`src/hw/uas_pkg.sv`:
```
// Package: register map, field layouts, reset values and state codes of the serial unit
package uas_pkg;

  // ==========================================================
  // Register map (byte addresses on the bus)
  localparam logic [4:0] OFS_CTRL   = 5'h00;
  localparam logic [4:0] OFS_STATUS = 5'h04;
  localparam logic [4:0] OFS_TXHOLD = 5'h08;
  localparam logic [4:0] OFS_RXHOLD = 5'h0c;
  localparam logic [4:0] OFS_BAUD   = 5'h10;

  // ==========================================================
  // Control register layout, bit 0 is txEmptyIrqEn
  typedef struct packed {
    logic parEn;
    logic portLevel;
    logic portDir;
    logic halfOvs;
    logic syncMode;
    logic clkSrcSelHi;
    logic clkSrcSelLo;
    logic rxOn;
    logic txOn;
    logic txDoneIrqEn;
    logic rxIrqEn;
    logic txEmptyIrqEn;
  } uas_ctrl_type;

  // Status register layout, bit 0 is txEmpty
  typedef struct packed {
    logic parityFault;
    logic frameFault;
    logic overrunFlag;
    logic rxFull;
    logic txDone;
    logic txEmpty;
  } uas_status_type;

  localparam uas_ctrl_type   CTRL_RST   = 12'h000;
  localparam uas_status_type STATUS_RST = 6'h03;
  localparam logic [15:0]    BAUD_RST   = 16'h0000;

  // ==========================================================
  // Oversampling: last basic-clock index of a bit and the latch point
  localparam logic [3:0] OVS_LAST_FULL = 4'hf;
  localparam logic [3:0] OVS_LAST_HALF = 4'h7;
  localparam logic [3:0] LATCH_FULL    = 4'h7;
  localparam logic [3:0] LATCH_HALF    = 4'h3;
  localparam logic [2:0] LAST_DATA_BIT = 3'h7;

  // ==========================================================
  // State codes
  typedef enum logic [4:0] {
    TX_IDLE  = 5'b00001,
    TX_START = 5'b00010,
    TX_DATA  = 5'b00100,
    TX_PAR   = 5'b01000,
    TX_STOP  = 5'b10000
  } uas_tx_state_type;

  typedef enum logic [4:0] {
    RX_IDLE  = 5'b00001,
    RX_START = 5'b00010,
    RX_DATA  = 5'b00100,
    RX_PAR   = 5'b01000,
    RX_STOP  = 5'b10000
  } uas_rx_state_type;

endpackage

```
`src/hw/uas_top.sv`:
```
// Serial unit: Wishbone registers, transmitter, receiver, pin muxing and interrupt requests
module uas_top
  import uas_pkg::*;
(
  input  wire logic        sys_clk,
  input  wire logic        reset,
  input  wire logic        wb_cyc_i,
  input  wire logic        wb_stb_i,
  input  wire logic        wb_we_i,
  input  wire logic [4:0]  wb_adr_i,
  input  wire logic [3:0]  wb_sel_i,
  input  wire logic [31:0] wb_dat_i,
  output logic      [31:0] wb_dat_o,
  output logic             wb_ack_o,
  input  wire logic        rxPin,
  output logic             txPinOut,
  output logic             txPinOe,
  output logic             serialClkOut,
  output logic             serialClkOe,
  output logic             rxFullIrq,
  output logic             txEmptyIrq,
  output logic             txDoneIrq,
  output logic             rxErrIrq
);

  // ==========================================================
  // Helpers
  function automatic logic [3:0] ovsLast(input logic half);
    ovsLast = half ? OVS_LAST_HALF : OVS_LAST_FULL;
  endfunction

  uas_ctrl_type     ctrl;
  uas_status_type   stat;
  uas_tx_state_type txState;
  uas_rx_state_type rxState;
  logic [15:0] baudDiv;
  logic [15:0] divCnt;
  logic        basicTick;
  logic [7:0]  txHold;
  logic [7:0]  txShift;
  logic [3:0]  txSub;
  logic [2:0]  txBit;
  logic        txPar;
  logic [7:0]  rxShift;
  logic [7:0]  rxHold;
  logic [3:0]  rxSub;
  logic [2:0]  rxBit;
  logic        rxParBit;
  logic        rxMeta;
  logic        rxSync;
  logic        clkActivePrev;
  logic        wbReq;
  logic        txHoldWr;
  logic        rxHoldRd;
  logic        statWr;
  logic        anyErr;
  logic        txLoad;
  logic        txBitEnd;
  logic        txLastBit;
  logic        txEndOk;
  logic        txLine;
  logic        rxSample;
  logic        rxFinish;
  logic        rxFe;
  logic        rxPe;
  logic        rxOe;
  logic        rxGood;
  logic        clkActive;
  logic        clkLow;
  logic        clkGlitch;

  // ==========================================================
  // Bus slave: one wait state, ack drops the cycle after it is given
  assign wbReq    = wb_cyc_i && wb_stb_i && !wb_ack_o;
  assign txHoldWr = wbReq && wb_we_i && wb_sel_i[0] && wb_adr_i == OFS_TXHOLD;
  assign rxHoldRd = wbReq && !wb_we_i && wb_adr_i == OFS_RXHOLD;
  assign statWr   = wbReq && wb_we_i && wb_sel_i[0] && wb_adr_i == OFS_STATUS;

  always_ff @(posedge sys_clk) begin
    if (reset) begin
      wb_ack_o <= 1'b0;
      wb_dat_o <= 32'h0;
    end else begin
      wb_ack_o <= wbReq;
      wb_dat_o <= 32'h0;
      if (wbReq && !wb_we_i) begin
        unique case (wb_adr_i)
          OFS_CTRL:   wb_dat_o <= {20'h0, ctrl};
          OFS_STATUS: wb_dat_o <= {26'h0, stat};
          OFS_RXHOLD: wb_dat_o <= {24'h0, rxHold};
          OFS_BAUD:   wb_dat_o <= {16'h0, baudDiv};
          default:    wb_dat_o <= 32'h0;
        endcase
      end
    end
  end

  // Control and divider writes honour byte lanes
  always_ff @(posedge sys_clk) begin
    if (reset) begin
      ctrl    <= CTRL_RST;
      baudDiv <= BAUD_RST;
    end else if (wbReq && wb_we_i) begin
      if (wb_adr_i == OFS_CTRL && wb_sel_i[0]) ctrl[7:0] <= wb_dat_i[7:0];
      if (wb_adr_i == OFS_CTRL && wb_sel_i[1]) ctrl[11:8] <= wb_dat_i[11:8];
      if (wb_adr_i == OFS_BAUD && wb_sel_i[0]) baudDiv[7:0] <= wb_dat_i[7:0];
      if (wb_adr_i == OFS_BAUD && wb_sel_i[1]) baudDiv[15:8] <= wb_dat_i[15:8];
    end
  end

  always_ff @(posedge sys_clk) begin
    if (reset) txHold <= 8'h0;
    else if (txHoldWr) txHold <= wb_dat_i[7:0];
  end

  // ==========================================================
  // Basic clock: one tick every baudDiv+1 system clocks
  always_ff @(posedge sys_clk) begin
    if (reset || divCnt == baudDiv) divCnt <= 16'h0;
    else divCnt <= divCnt + 16'h1;
  end
  assign basicTick = divCnt == baudDiv;

  // ==========================================================
  // Transmitter; sync mode drops start and stop bits
  assign anyErr    = stat.overrunFlag || stat.frameFault || stat.parityFault;
  assign txLoad    = txState == TX_IDLE && !stat.txEmpty && ctrl.txOn
                     && !(ctrl.syncMode && anyErr);
  assign txBitEnd  = basicTick && txSub == ovsLast(ctrl.halfOvs);
  assign txLastBit = txBitEnd && (txState == TX_STOP || txState == TX_PAR
                     && ctrl.syncMode || txState == TX_DATA && txBit == LAST_DATA_BIT
                     && ctrl.syncMode && !ctrl.parEn);
  assign txEndOk   = txLastBit && stat.txEmpty;

  always_ff @(posedge sys_clk) begin
    if (reset || !ctrl.txOn) begin
      txState <= TX_IDLE;
      txSub   <= 4'h0;
      txBit   <= 3'h0;
      txShift <= 8'h0;
      txPar   <= 1'b0;
    end else begin
      txSub <= txState == TX_IDLE || txBitEnd ? 4'h0 : txSub + (basicTick ? 4'h1 : 4'h0);
      unique case (txState)
        TX_IDLE: if (txLoad) begin
          txShift <= txHold;
          txPar   <= ^txHold;
          txBit   <= 3'h0;
          txState <= ctrl.syncMode ? TX_DATA : TX_START;
        end
        TX_START: if (txBitEnd) txState <= TX_DATA;
        TX_DATA: if (txBitEnd) begin
          txShift <= {1'b0, txShift[7:1]};
          txBit   <= txBit + 3'h1;
          if (txBit == LAST_DATA_BIT)
            txState <= ctrl.parEn ? TX_PAR : (ctrl.syncMode ? TX_IDLE : TX_STOP);
        end
        TX_PAR: if (txBitEnd) txState <= ctrl.syncMode ? TX_IDLE : TX_STOP;
        TX_STOP: if (txBitEnd) txState <= TX_IDLE;
        default: txState <= TX_IDLE;
      endcase
    end
  end

  always_comb begin
    unique case (txState)
      TX_START: txLine = 1'b0;
      TX_DATA:  txLine = txShift[0];
      TX_PAR:   txLine = txPar;
      default:  txLine = 1'b1;
    endcase
  end

  // ==========================================================
  // Receiver: two-stage sync, then oversampled framing
  always_ff @(posedge sys_clk) begin
    if (reset) begin
      rxMeta <= 1'b1;
      rxSync <= 1'b1;
    end else begin
      rxMeta <= rxPin;
      rxSync <= rxMeta;
    end
  end

  assign rxSample = basicTick && rxState != RX_IDLE
                    && rxSub == (ctrl.halfOvs ? LATCH_HALF : LATCH_FULL);
  assign rxFinish = rxSample && rxState == RX_STOP;
  assign rxFe     = !rxSync;
  assign rxPe     = ctrl.parEn && (^rxShift != rxParBit);
  assign rxOe     = stat.rxFull;
  assign rxGood   = rxFinish && !rxFe && !rxPe && !rxOe;

  // A low line in idle starts a frame, so a break keeps producing frames
  always_ff @(posedge sys_clk) begin
    if (reset || !ctrl.rxOn) begin
      rxState  <= RX_IDLE;
      rxSub    <= 4'h0;
      rxBit    <= 3'h0;
      rxShift  <= 8'h0;
      rxParBit <= 1'b0;
    end else begin
      if (rxState == RX_IDLE) rxSub <= 4'h0;
      else if (basicTick) rxSub <= rxSub == ovsLast(ctrl.halfOvs) ? 4'h0 : rxSub + 4'h1;
      unique case (rxState)
        RX_IDLE:  if (basicTick && !rxSync) rxState <= RX_START;
        RX_START: if (rxSample) begin
          rxState <= rxSync ? RX_IDLE : RX_DATA;
          rxBit   <= 3'h0;
        end
        RX_DATA: if (rxSample) begin
          rxShift <= {rxSync, rxShift[7:1]};
          rxBit   <= rxBit + 3'h1;
          if (rxBit == LAST_DATA_BIT) rxState <= ctrl.parEn ? RX_PAR : RX_STOP;
        end
        RX_PAR: if (rxSample) begin
          rxParBit <= rxSync;
          rxState  <= RX_STOP;
        end
        RX_STOP: if (rxSample) rxState <= RX_IDLE;
        default: rxState <= RX_IDLE;
      endcase
    end
  end

  always_ff @(posedge sys_clk) begin
    if (reset) rxHold <= 8'h0;
    else if (rxGood) rxHold <= rxShift;
  end

  // ==========================================================
  // Status flags; hardware set wins over any clear in the same cycle
  always_ff @(posedge sys_clk) begin
    if (reset) stat <= STATUS_RST;
    else begin
      if (!ctrl.txOn || txLoad) stat.txEmpty <= 1'b1;
      else if (txHoldWr) stat.txEmpty <= 1'b0;
      if (!ctrl.txOn || txEndOk) stat.txDone <= 1'b1;
      else if (txLoad) stat.txDone <= 1'b0;
      if (rxGood) stat.rxFull <= 1'b1;
      else if (rxHoldRd) stat.rxFull <= 1'b0;
      // Errors clear only by writing 1, never by rxOn
      if (rxFinish && rxOe) stat.overrunFlag <= 1'b1;
      else if (statWr && wb_dat_i[3]) stat.overrunFlag <= 1'b0;
      if (rxFinish && rxFe) stat.frameFault <= 1'b1;
      else if (statWr && wb_dat_i[4]) stat.frameFault <= 1'b0;
      if (rxFinish && rxPe) stat.parityFault <= 1'b1;
      else if (statWr && wb_dat_i[5]) stat.parityFault <= 1'b0;
    end
  end

  // ==========================================================
  // Interrupt requests: registered levels of flag and enable
  always_ff @(posedge sys_clk) begin
    if (reset) begin
      rxFullIrq  <= 1'b0;
      txEmptyIrq <= 1'b0;
      txDoneIrq  <= 1'b0;
      rxErrIrq   <= 1'b0;
    end else begin
      rxFullIrq  <= stat.rxFull && ctrl.rxIrqEn;
      txEmptyIrq <= stat.txEmpty && ctrl.txEmptyIrqEn;
      txDoneIrq  <= stat.txDone && ctrl.txDoneIrqEn;
      rxErrIrq   <= anyErr && ctrl.rxIrqEn;
    end
  end

  // ==========================================================
  // Pins; the clock pin low pulse lasts one system clock, the finest step here
  assign clkActive = ctrl.syncMode && !ctrl.clkSrcSelHi && (ctrl.txOn || ctrl.rxOn);
  assign clkLow    = txState == TX_DATA && txSub <= (ctrl.halfOvs ? LATCH_HALF : LATCH_FULL);
  assign clkGlitch = clkActivePrev && !clkActive && !ctrl.clkSrcSelHi;

  always_ff @(posedge sys_clk) begin
    if (reset) begin
      txPinOut      <= 1'b1;
      txPinOe       <= 1'b0;
      serialClkOut  <= 1'b1;
      serialClkOe   <= 1'b0;
      clkActivePrev <= 1'b0;
    end else begin
      txPinOut      <= ctrl.txOn ? txLine : ctrl.portLevel;
      txPinOe       <= ctrl.txOn || ctrl.portDir;
      clkActivePrev <= clkActive;
      serialClkOut  <= clkActive && !clkLow;
      serialClkOe   <= clkActive || clkGlitch;
    end
  end
endmodule

```
`config.mk`:
```
export PLATFORM = sky130hd
export DESIGN_NAME = uas_top
export DESIGN_NICKNAME = d
export VERILOG_FILES = /design/src/hw/uas_pkg.sv /design/src/hw/uas_top.sv
export SDC_FILE = /design/constraint.sdc
export NUM_CORES = 1
export LEC_CHECK = 0
export BUFFER_PORTS_ARGS = -buffer_cell sky130_fd_sc_hd__buf_2
export CELL_PAD_IN_SITES_DETAIL_PLACEMENT = 2
export CELL_PAD_IN_SITES_GLOBAL_PLACEMENT = 2
export CORE_ASPECT_RATIO = 1.1
export CORE_MARGIN = 10
export CORE_UTILIZATION = 36
export DETAILED_ROUTE_END_ITERATION = 7
export MAX_ROUTING_LAYER = met4
export PLACE_DENSITY_LB_ADDON = 0.1
export SYNTH_ARGS = -nofsm -noshare
export SYNTH_HDL_FRONTEND = slang
export SYNTH_SLANG_ARGS = --single-unit
```
`constraint.sdc`:
```
create_clock -name sys_clk -period 2.7 [get_ports sys_clk]
set_clock_uncertainty 0.05 [all_clocks]
set_input_delay 0.135 -clock sys_clk [delete_from_list [all_inputs] [get_ports sys_clk]]
set_output_delay 0.135 -clock sys_clk [all_outputs]
set_load 0.005 [all_outputs]
```
* After elaboration in Yosys (flattened, before gate mapping)
Cells that the tools add are included.
Word-level totals: bits in registers 152, bits of input ports 47, output and inout bits 41
Operators by class: $add $sub $neg 5, magnitude comparators 1, equal/unequal tests 34, multiplexer cells 43, bitwise logic cells 1, reduce and logical (&&, ||, !) cells 98
Operator list (count):
- 2-to-1 mux 5 bit | 15
- case mux 16 bit (4 select lines) | 1
- case mux 5 bit (5 select lines) | 2
- logical AND 1 bit | 47
- != test 2 bit, second input constant | 11
- 2-to-1 mux 3 bit | 7
- == test 5 x 4 -> 1 bit, second input constant | 4
- adder 16 x 1 -> 16 bit, second input constant | 1
- == test 16 bit | 1
- 2-to-1 mux 8 bit | 2
- case mux 8 bit (2 select lines) | 1
- parity 8 bit | 2
- == test 5 x 3 -> 1 bit, second input constant | 3
- == test 5 bit, second input constant | 3
- AND reduction 2 bit | 7
- logical NOT 1 bit | 13
- logical OR 1 bit | 13
- == test 4 bit | 3
- case mux 3 bit (2 select lines) | 2
- AND reduction 6 bit | 2
- nonzero test 2 bit | 6
- == test 5 x 1 -> 1 bit, second input constant | 2
- == test 5 x 2 -> 1 bit, second input constant | 2
- 2-to-1 mux 1 bit | 10
- 14 further kinds | 22

* Logic depth before layout (Yosys ltp)
Gate-level depths: netlist of the first run.
depth in word-level cells 9, mapped depth 9

* Worst setup path after synthesis of the first run
OpenSTA, ideal clock, no wires.
path type reg-to-reg, start point register divCnt[0], end point register txShift[0], setup time 0.142 ns, data arrival time 1.751 ns, data required time 2.508 ns, path slack 0.757 ns, cell stages (with the launch flop) 7, buffers on the path 1, path through dfxtp_1 -> xor2_1 -> nor4_2 -> nand4_4 -> o31ai_4 -> buf_6 -> a211oi_2
On the way: word-level cells in the longest chain between the ends 4
RTL lines:
- from (decl) | line uas_top.sv:37 | logic [15:0] divCnt;
- from (signal assigned) | line uas_top.sv:120 | else divCnt <= divCnt + 16'h1;
- == test 16 bit | line uas_top.sv:122 | assign basicTick = divCnt == baudDiv;
- logical AND 1 bit | line uas_top.sv:129 | assign txBitEnd = basicTick && txSub == ovsLast(ctrl.halfOvs);
- != test 2 bit (no line)
- AND reduction 3 bit (no line)
- to (signal assigned) | line uas_top.sv:146 | txShift <= txHold;
- to (signal assigned) | line uas_top.sv:153 | txShift <= {1'b0, txShift[7:1]};
- to (decl) | line uas_top.sv:40 | logic [7:0] txShift;
No other way between the ends. A chain may end at the register's enable or synchronous reset.

* Worst setup path after layout of the first run
start point register divCnt[9], end point register rxState[2]
On the way: word-level cells in the longest chain between the ends 5, elaborated cells on any way between the ends 10, classes of those cells eq/ne: 6; reduce/logical: 4
RTL lines:
- == test 16 bit (*) | line uas_top.sv:122
- logical AND 1 bit | line uas_top.sv:186 | assign rxSample = basicTick && rxState != RX_IDLE
- logical AND 1 bit | line uas_top.sv:187 | && rxSub == (ctrl.halfOvs ? LATCH_HALF : LATCH_FULL);
- != test 2 bit (no line)
- AND reduction 6 bit (no line) (*)
- to (signal assigned) | line uas_top.sv:208 | rxState <= rxSync ? RX_IDLE : RX_DATA;
- to (signal assigned) | line uas_top.sv:214 | if (rxBit == LAST_DATA_BIT) rxState <= ctrl.parEn ? RX_PAR : RX_STOP;
- to (decl) | line uas_top.sv:35 | uas_rx_state_type rxState;
Every way passes the cells marked *; elsewhere a longest branch is shown, timed or not.

==> flow_summary_export.csv, run 1 <==
group,metric,value,unit
yosys,ys_ff_latch,136,
global_route,antenna_found_initial,1,
detailed_routing,firstDrtPassIters,5,
global_route,track_usage,17.83,%
critical_path,cp.depth,7,
global_route,grt_max_degree,40,
yosys,synth_ff_type,"dfxtp_1",
floorplanning,die_y,159.3,um
yosys,synth_area_leaders,"dfxtp_1 43%, mux2i_1 13%, nor2_1 6.0%",
sta,fin_crit,2.383,ns
detailed_routing,drt_iter0_markers,246,
sta,setup_viol,0,
yosys,synth-simple-area-share,20.80,%
critical_path,crit_chain,"xor2_1, nor4_2, nand4_4, buf_4, o21ai_1, nand3_2, o41ai_2",
clock_tree,cts.htree.levels,4,
cells_and_area,final_cell_mix,"136 x dfxtp_1, 102 x nor2_1, 80 x mux2i_1, 53 x buf_2, 51 x nand2_1",
placement,postPlaceCellArea,6830,sq um
global_route,grt-ovfl-total,0,
cells_and_area,drive_above_1_share,17.21,%
floorplanning,num_rows,50,
detailed_routing,wirelength,20.19,mm
cells_and_area,nets,804,
pwr,peakVddDrop,449.9,uV
clock_tree,cts_tree,"built",
sta,final.period_utilization,88.24,%
pwr,seqPwrFrac,43.6,%
yosys,async_flop_share,0,%
critical_path,cp-end-kind,"flip-flop",
detailed_routing,wl_per_cell,20.27,um
clock_tree,cts_buffer_depth,2,
sta,drv_slew,0,
pwr,p_clk_share,53.3,%
yosys,synth_compound_area_share,10.01,%
yosys,synth_xor_area_share,6.840,%
floorplanning,dieArea,23350,sq um
sta,rsz0062_at_grt,"false",
yosys,synthMuxAreaShare,12.62,%
global_route,grt_pass1_wl,32.35,mm
critical_path,critPathMaxStageDelay,0.44,ns
yosys,synthAdderAreaFrac,1.774,%
yosys,synth_top_area_share,42.89,%
sta,relSlewSlack,55.70,%
detailed_routing,num_vias,5178,
global_route,grt_pass1_vias,5651,
placement,port_buffers,53,
pwr,combinationalPowerShare,3.1,%
placement,gp_congestion,0.8398,
clock_tree,cts_root_buf,"clkbuf_16",
critical_path,rr_worst_depth,7,
yosys,synth_top_family_by_area,"simple AND/OR/NAND/NOR gates",
worst_hold_path,hold_depth,2,
yosys,postSynthAreaPerCell,9.431,sq um
detailed_routing,drc,0,
pwr,switching_share,22.17,%
cells_and_area,final_common_cell,"dfxtp_1",
floorplanning,die_w,146.6,um
sta,hold_slack,0.01071,ns
sta,hold_viol_final,0,
sta,tightestPinTransition,0.6477,ns
run_status,status,"completed",
pwr,switching_power,1.024,mW
floorplanning,core_region_area,17140,sq um
sta,fmax,419.7,MHz
cells_and_area,finalInstanceArea,7619,sq um
pwr,total_power,4.619,mW
critical_path,required,2.97,ns
pwr,p_per_area,606.3,nW/um^2
placement,dp_hpwl,14.47,mm
detailed_routing,detail-route-antenna-nets,0,
sta,setup_tns,0,ns
critical_path,critPathArrivalTime,2.65,ns
yosys,ys_seq_area_share,42.89,%
run,maxCapViolCount,0,
critical_path,cp.buffers_inverters,1,
floorplanning,initial_core_util,37.03,%
clock_tree,clock-sinks,136,
yosys,syn_area,6347,sq um
pwr,leakagePower,3.179,nW
critical_path,crit_path_start_kind,"flip-flop",
critical_path,crit_path_max_fanout,10,
yosys,yosys_warnings,0,
yosys,netlist_instances,673,
worst_hold_path,hold_path_class,"in -> reg",
yosys,synth_edf_count,0,
yosys,yosysTopAreaCell,"dfxtp_1",
clock_tree,path_clk_slew,0.06,ns
yosys,synth_cell_types,68,
detailed_routing,drt-vias-per-instance,5.199,
clock_tree,cts_buffers,17,
critical_path,crit_family,"simple AND/OR/NAND/NOR gates",
clock_tree,clock_latency,0.44,ns
critical_path,worstSetupPathType,"reg -> reg",
critical_path,slowest_stage,"dfxtp_1",
cells_and_area,final.fill_count,1907,
floorplanning,ios,88,
pwr,internal-power,3.595,mW
cells_and_area,area.growth.synth_to_final,20.03,%
sequential cells by signal, summed over array words and instances, names as in the netlist, 5 cells and up:
signal	cells
rxShift	8
stat	5
txShift	8
wb_dat_o	16
divCnt	16
baudDiv	16
rxState	5
txState	5
rxHold	8
txHold	8
ctrl	12
worst paths after layout:
| path | start | end | slack, ns |
|---|---|---|---|
| max | divCnt[9] | rxState[2] | 0.32 |
| min | reset | stat[4] | 0.01 |
| max reg2reg | divCnt[9] | rxState[2] | 0.32 |
| min reg2reg | rxMeta | rxSync | 0.37 |
worst register-to-register path, stage by stage, from the launching register on:
cell	delay (ns)
dfxtp_1	0.44
xor2_1	0.14
nor4_2	0.41
nand4_4	0.33
buf_4	0.28
o21ai_1	0.23
nand3_2	0.15
o41ai_2	0.25
cells in the mapped netlist (all sizes together) (4+ instances only):
| cell type | instances |
|---|---|
| nand4 | 8 |
| nand2b | 9 |
| nor2b | 4 |
| nor4 | 7 |
| nor2 | 103 |
| buf | 31 |
| dfxtp | 136 |
| nand3b | 5 |
| o41ai | 4 |
| a22oi | 5 |
| nand2 | 51 |
| a211oi | 10 |
| o22a | 6 |
| o21ai | 13 |
| xnor2 | 15 |
| and3 | 16 |
| or3 | 6 |
| o22ai | 5 |
| clkbuf | 17 |
| and2 | 4 |
| nor3 | 14 |
| ha | 9 |
| mux2i | 80 |
| nand3 | 23 |
| inv | 9 |
| a21oi | 13 |
| xor2 | 32 |
per-stage QoR:
stage	utilization, %	worst slack [ns]	std cells
floorplan	-	0.7568	688
global placement	39.85	0.4402	946
detailed placement	39.85	0.3535	946
CTS	44.43	0.2739	995
global route	44.45	0.1274	996
finish	44.45	0.3175	996
cell families (layout without fill, tap and decap cells):
| group | count (synthesis) | in the layout |
|---|---|---|
| compound gates | 78 | 78 |
| xor+xnor | 48 | 48 |
| fa+ha+maj | 9 | 9 |
| buf+inv | 58 | 131 |
| flops | 136 | 136 |
| mux | 80 | 80 |
| other cells | 1 | 17 |
| simple gates | 263 | 263 |
routing by layer:
metal | GRT usage (%) | up-vias | part of all wire (%)
met4 | 6.967 | 0 | 2.4
met5 | - | - | 0
li1 | - | 2467 | -
met1 | 19.93 | 2602 | 44
met2 | 30.35 | 81 | 51
met3 | 3.776 | 28 | 2.7
power by group through the flow:
stage               Clock (mW)  Combinational, mW  Sequential [mW]
finish                    2.46              0.142             2.02
detailed placement           0              0.120             2.06
global placement             0              0.118             2.06
global route              2.60              0.155             2.01
floorplan                    0             0.0752             2.06
CTS                       2.50              0.140             2.01
final cells by class:
cell class	instances	area, sq um	share of cell area (%)
clock inverters	10	141.4	1.856
clock buffers	22	474.2	6.224
repair buffers	89	578.1	7.587
inverters	10	37.54	0.4927
flip-flops and latches	136	2723	35.74
multi-input cells	494	3369	44.23
diodes	1	2.502	0.03285
well taps	234	292.8	3.843
what timing repair did:
| item | in CTS | in global routing |
|---|---|---|
| gates resized for setup | 0 | 0 |
| hold buffers | 17 | 0 |
| endpoints found under the hold margin | 28 | 0 |
| setup buffers | 0 | 0 |
No activity file was read; power rests on OpenSTA's default activity.
==> run 2, diff against run 1 <==
--- a/config.mk
+++ b/config.mk
@@ -5,15 +5,16 @@
 export SDC_FILE = /design/constraint.sdc
 export NUM_CORES = 1
 export LEC_CHECK = 0
+export ABC_AREA = 1
 export BUFFER_PORTS_ARGS = -buffer_cell sky130_fd_sc_hd__buf_2
 export CELL_PAD_IN_SITES_DETAIL_PLACEMENT = 2
 export CELL_PAD_IN_SITES_GLOBAL_PLACEMENT = 2
 export CORE_ASPECT_RATIO = 1.1
 export CORE_MARGIN = 10
-export CORE_UTILIZATION = 36
+export CORE_UTILIZATION = 32
 export DETAILED_ROUTE_END_ITERATION = 7
 export MAX_ROUTING_LAYER = met4
-export PLACE_DENSITY_LB_ADDON = 0.1
+export PLACE_DENSITY_LB_ADDON = 0.08
 export SYNTH_ARGS = -nofsm -noshare
 export SYNTH_HDL_FRONTEND = slang
 export SYNTH_SLANG_ARGS = --single-unit
==> flow_summary_export.csv, run 2 <==
group,metric,value,unit
pwr,leakagePower,3.259,nW
detailed_routing,drt-vias-per-instance,4.827,
yosys,yosys_warnings,0,
critical_path,r2r_slack,0.48,ns
yosys,synth_top_area_share,41.51,%
yosys,yosysMostFrequentCell,"nand2_1",
cells_and_area,final_cell_mix,"229 x nand2_1, 136 x dfxtp_1, 112 x inv_1, 110 x nor2_1, 94 x a21oi_1",
sta,setup_tns,0,ns
floorplanning,initial_core_util,32.80,%
critical_path,timing.rr.end,"txBit[1]",
yosys,netlist_instances,941,
clock_tree,cts_buffer_depth,2,
yosys,syn_area,6559,sq um
floorplanning,core_region_area,20000,sq um
detailed_routing,wl_per_cell,16.87,um
worst_hold_path,hold_depth,4,
sta,fin_crit,2.223,ns
worst_hold_path,hold_end,"stat[4]",
sta,tightestPinTransition,0.8864,ns
critical_path,crit_path_max_fanout,8,
placement,dp_hpwl,16.60,mm
clock_tree,postCtsSetupBuffers,0,
critical_path,critPathArrivalTime,2.47,ns
pwr,switching_power,1.009,mW
yosys,ys_seq_area_share,41.51,%
yosys,ys_top_cells_by_count,"229 x nand2_1, 136 x dfxtp_1, 112 x inv_1",
floorplanning,ios,88,
yosys,async_flop_share,0,%
floorplanning,die_w,156.5,um
cells_and_area,nets,1074,
clock_tree,cts_buffers,17,
yosys,synth_area_leaders,"dfxtp_1 42%, nand2_1 13%, a21oi_1 7.2%",
critical_path,rr_worst_depth,7,
critical_path,required,2.95,ns
global_route,grt_max_degree,34,
sta,drv_slew,0,
clock_tree,cts_tree,"built",
pwr,seqPwrFrac,42.7,%
sta,rsz0062_at_grt,"false",
sta,final.period_utilization,82.33,%
pwr,total_power,4.718,mW
run_status,status,"completed",
detailed_routing,detail-route-antenna-nets,0,
yosys,synth_edf_count,0,
cells_and_area,drive_above_1_share,12.90,%
detailed_routing,wirelength,21.65,mm
floorplanning,dieArea,26630,sq um
placement,gp_congestion,0.8121,
global_route,track_usage,17.27,%
run,maxCapViolCount,0,
pwr,p_per_area,600.0,nW/um^2
critical_path,r2r-start,"txState[3]",
global_route,grt_pass1_wl,35.60,mm
clock_tree,clock-sinks,136,
global_route,grt_pass1_vias,6642,
detailed_routing,drc,0,
cells_and_area,area.growth.synth_to_final,19.88,%
yosys,synth_ff_type,"dfxtp_1",
sta,relSlewSlack,40.91,%
global_route,grt-ovfl-total,0,
pwr,peakVddDrop,355.3,uV
worst_hold_path,hold_start,"wb_dat_i[4]",
floorplanning,die_y,170.2,um
clock_tree,clock_latency,0.42,ns
cells_and_area,final.fill_count,2380,
cells_and_area,regArea,2723,sq um
cells_and_area,largestRegisters,"baudDiv (16), divCnt (16), wb_dat_o (16)",
sta,hold_viol_final,0,
yosys,postSynthAreaPerCell,6.970,sq um
pwr,internal-power,3.709,mW
clock_tree,path_clk_slew,0.06,ns
clock_tree,cts_root_buf,"clkbuf_16",
clock_tree,cts.htree.levels,4,
floorplanning,num_rows,54,
yosys,yosysTopAreaCell,"dfxtp_1",
cells_and_area,multiInputGateArea,3208,sq um
sta,fmax,449.9,MHz
pwr,combinationalPowerShare,3.1,%
cells_and_area,n_antenna_cell,0,
critical_path,crit_path_start_kind,"flip-flop",
detailed_routing,firstDrtPassIters,4,
global_route,antenna_found_initial,0,
pwr,switching_share,21.39,%
critical_path,cp-end-kind,"flip-flop",
critical_path,worstSetupPathType,"reg -> reg",
placement,port_buffers,53,
yosys,ys_ff_latch,136,
detailed_routing,drt_iter0_markers,220,
yosys,synth_cell_types,46,
cells_and_area,final_common_cell,"nand2_1",
worst_hold_path,hold_path_class,"in -> reg",
pwr,p_clk_share,54.2,%
detailed_routing,num_vias,6193,
sta,setup_viol,0,
==> run 2: cell count changes in the layout (fill, tap and decap cells not counted), sizes merged, moves of 8 or more <==
cell    delta
nand4      +8
buf       -10
xor2      -24
and3      -16
nand2    +184
inv      +111
a21oi     +81
o21ai     +45
nand2b     -9
nand3     +26
a211oi     -9
nor2      +19
mux2i     -80
==> run 2: critical path: stages (launching register included) <==
cell and delay (ns):
dfxtp_1 0.33, nor2_1 0.21, nand4_1 0.27, a21oi_1 0.79, buf_4 0.27, nand3_1 0.08, nand2_1 0.07, nor2_1 0.03
==> run 2: through the flow <==
step                cell area, sq um  std cells  worst slack, ns  util [%]  hold WS, ns
detailed placement              7053       1235           0.5254     35.27       0.2748
global placement                7053       1235           0.5389     35.27       0.2695
global route                    7863       1283           0.3031     39.31      0.04533
CTS                             7853       1282           0.4890     39.26     0.008306
finish                          7863       1283           0.4772     39.31      0.01914
floorplan                       6615        956            1.055         -       0.1888
==> run 2: routing by layer <==
metal | routed length (um) | GRT usage [%] | share of wire [%]
met1 | 10180 | 21.02 | 47
met2 | 10800 | 28.96 | 50
met3 | 408 | 3.202 | 1.9
met4 | 255 | 4.189 | 1.2
met5 | 0 | - | 0
==> run 2: final cells by class <==
cell class / count / area share [%]
tap: 252 / 4.010
sequential: 136 / 34.63
inverter: 125 / 6.031
clock inverter: 11 / 2.148
multi-input combinational: 660 / 40.80
clock buffer: 21 / 6.111
timing repair buffer: 78 / 6.270
==> run 2: worst max path at each step <==
| stage | slack [ns] | depth (start not counted) | to | startpoint |
|---|---|---|---|---|
| 6_report | 0.48 | 7 | txBit[1] | txState[3] |
| 5_1_grt | 0.30 | 7 | txBit[1] | txState[3] |
| 2_1_floorplan | 1.05 | 11 | txSub[2] | divCnt[7] |
| 4_1_cts | 0.49 | 7 | txBit[1] | txState[3] |
| 3_3_place_gp | 0.54 | 7 | txBit[1] | txState[3] |
| 3_5_place_dp | 0.53 | 7 | txBit[1] | txState[2] |
==> run 2: kinds of logic after synthesis <==
| kind of cell | count (synthesis) | share of synthesized area, % |
|---|---|---|
| AOI/OAI and AO/OA | 168 | 13.32 |
| xor gates and xnor gates | 19 | 2.537 |
| adders and majority gates | 9 | 1.717 |
| buffers and inverters | 160 | 10.43 |
| DFF | 136 | 41.51 |
| other | 1 | 0.05718 |
| and+or+nand+nor | 448 | 30.43 |
==> run 2: power by group through the flow <==
stage / combinational (mW) / sequential [mW] / clock (mW)
4_1_cts: 0.147 / 2.02 / 2.62
3_5_place_dp: 0.129 / 2.06 / 0
6_report: 0.147 / 2.02 / 2.56
2_1_floorplan: 0.0840 / 2.06 / 0
5_1_grt: 0.165 / 2.02 / 2.71
3_3_place_gp: 0.128 / 2.06 / 0
==> run 2: what timing repair did <==
action | CTS | global route
gates resized for setup | 0 | 0
hold buffers | 15 | 1
hold endpoints to repair | 21 | 1
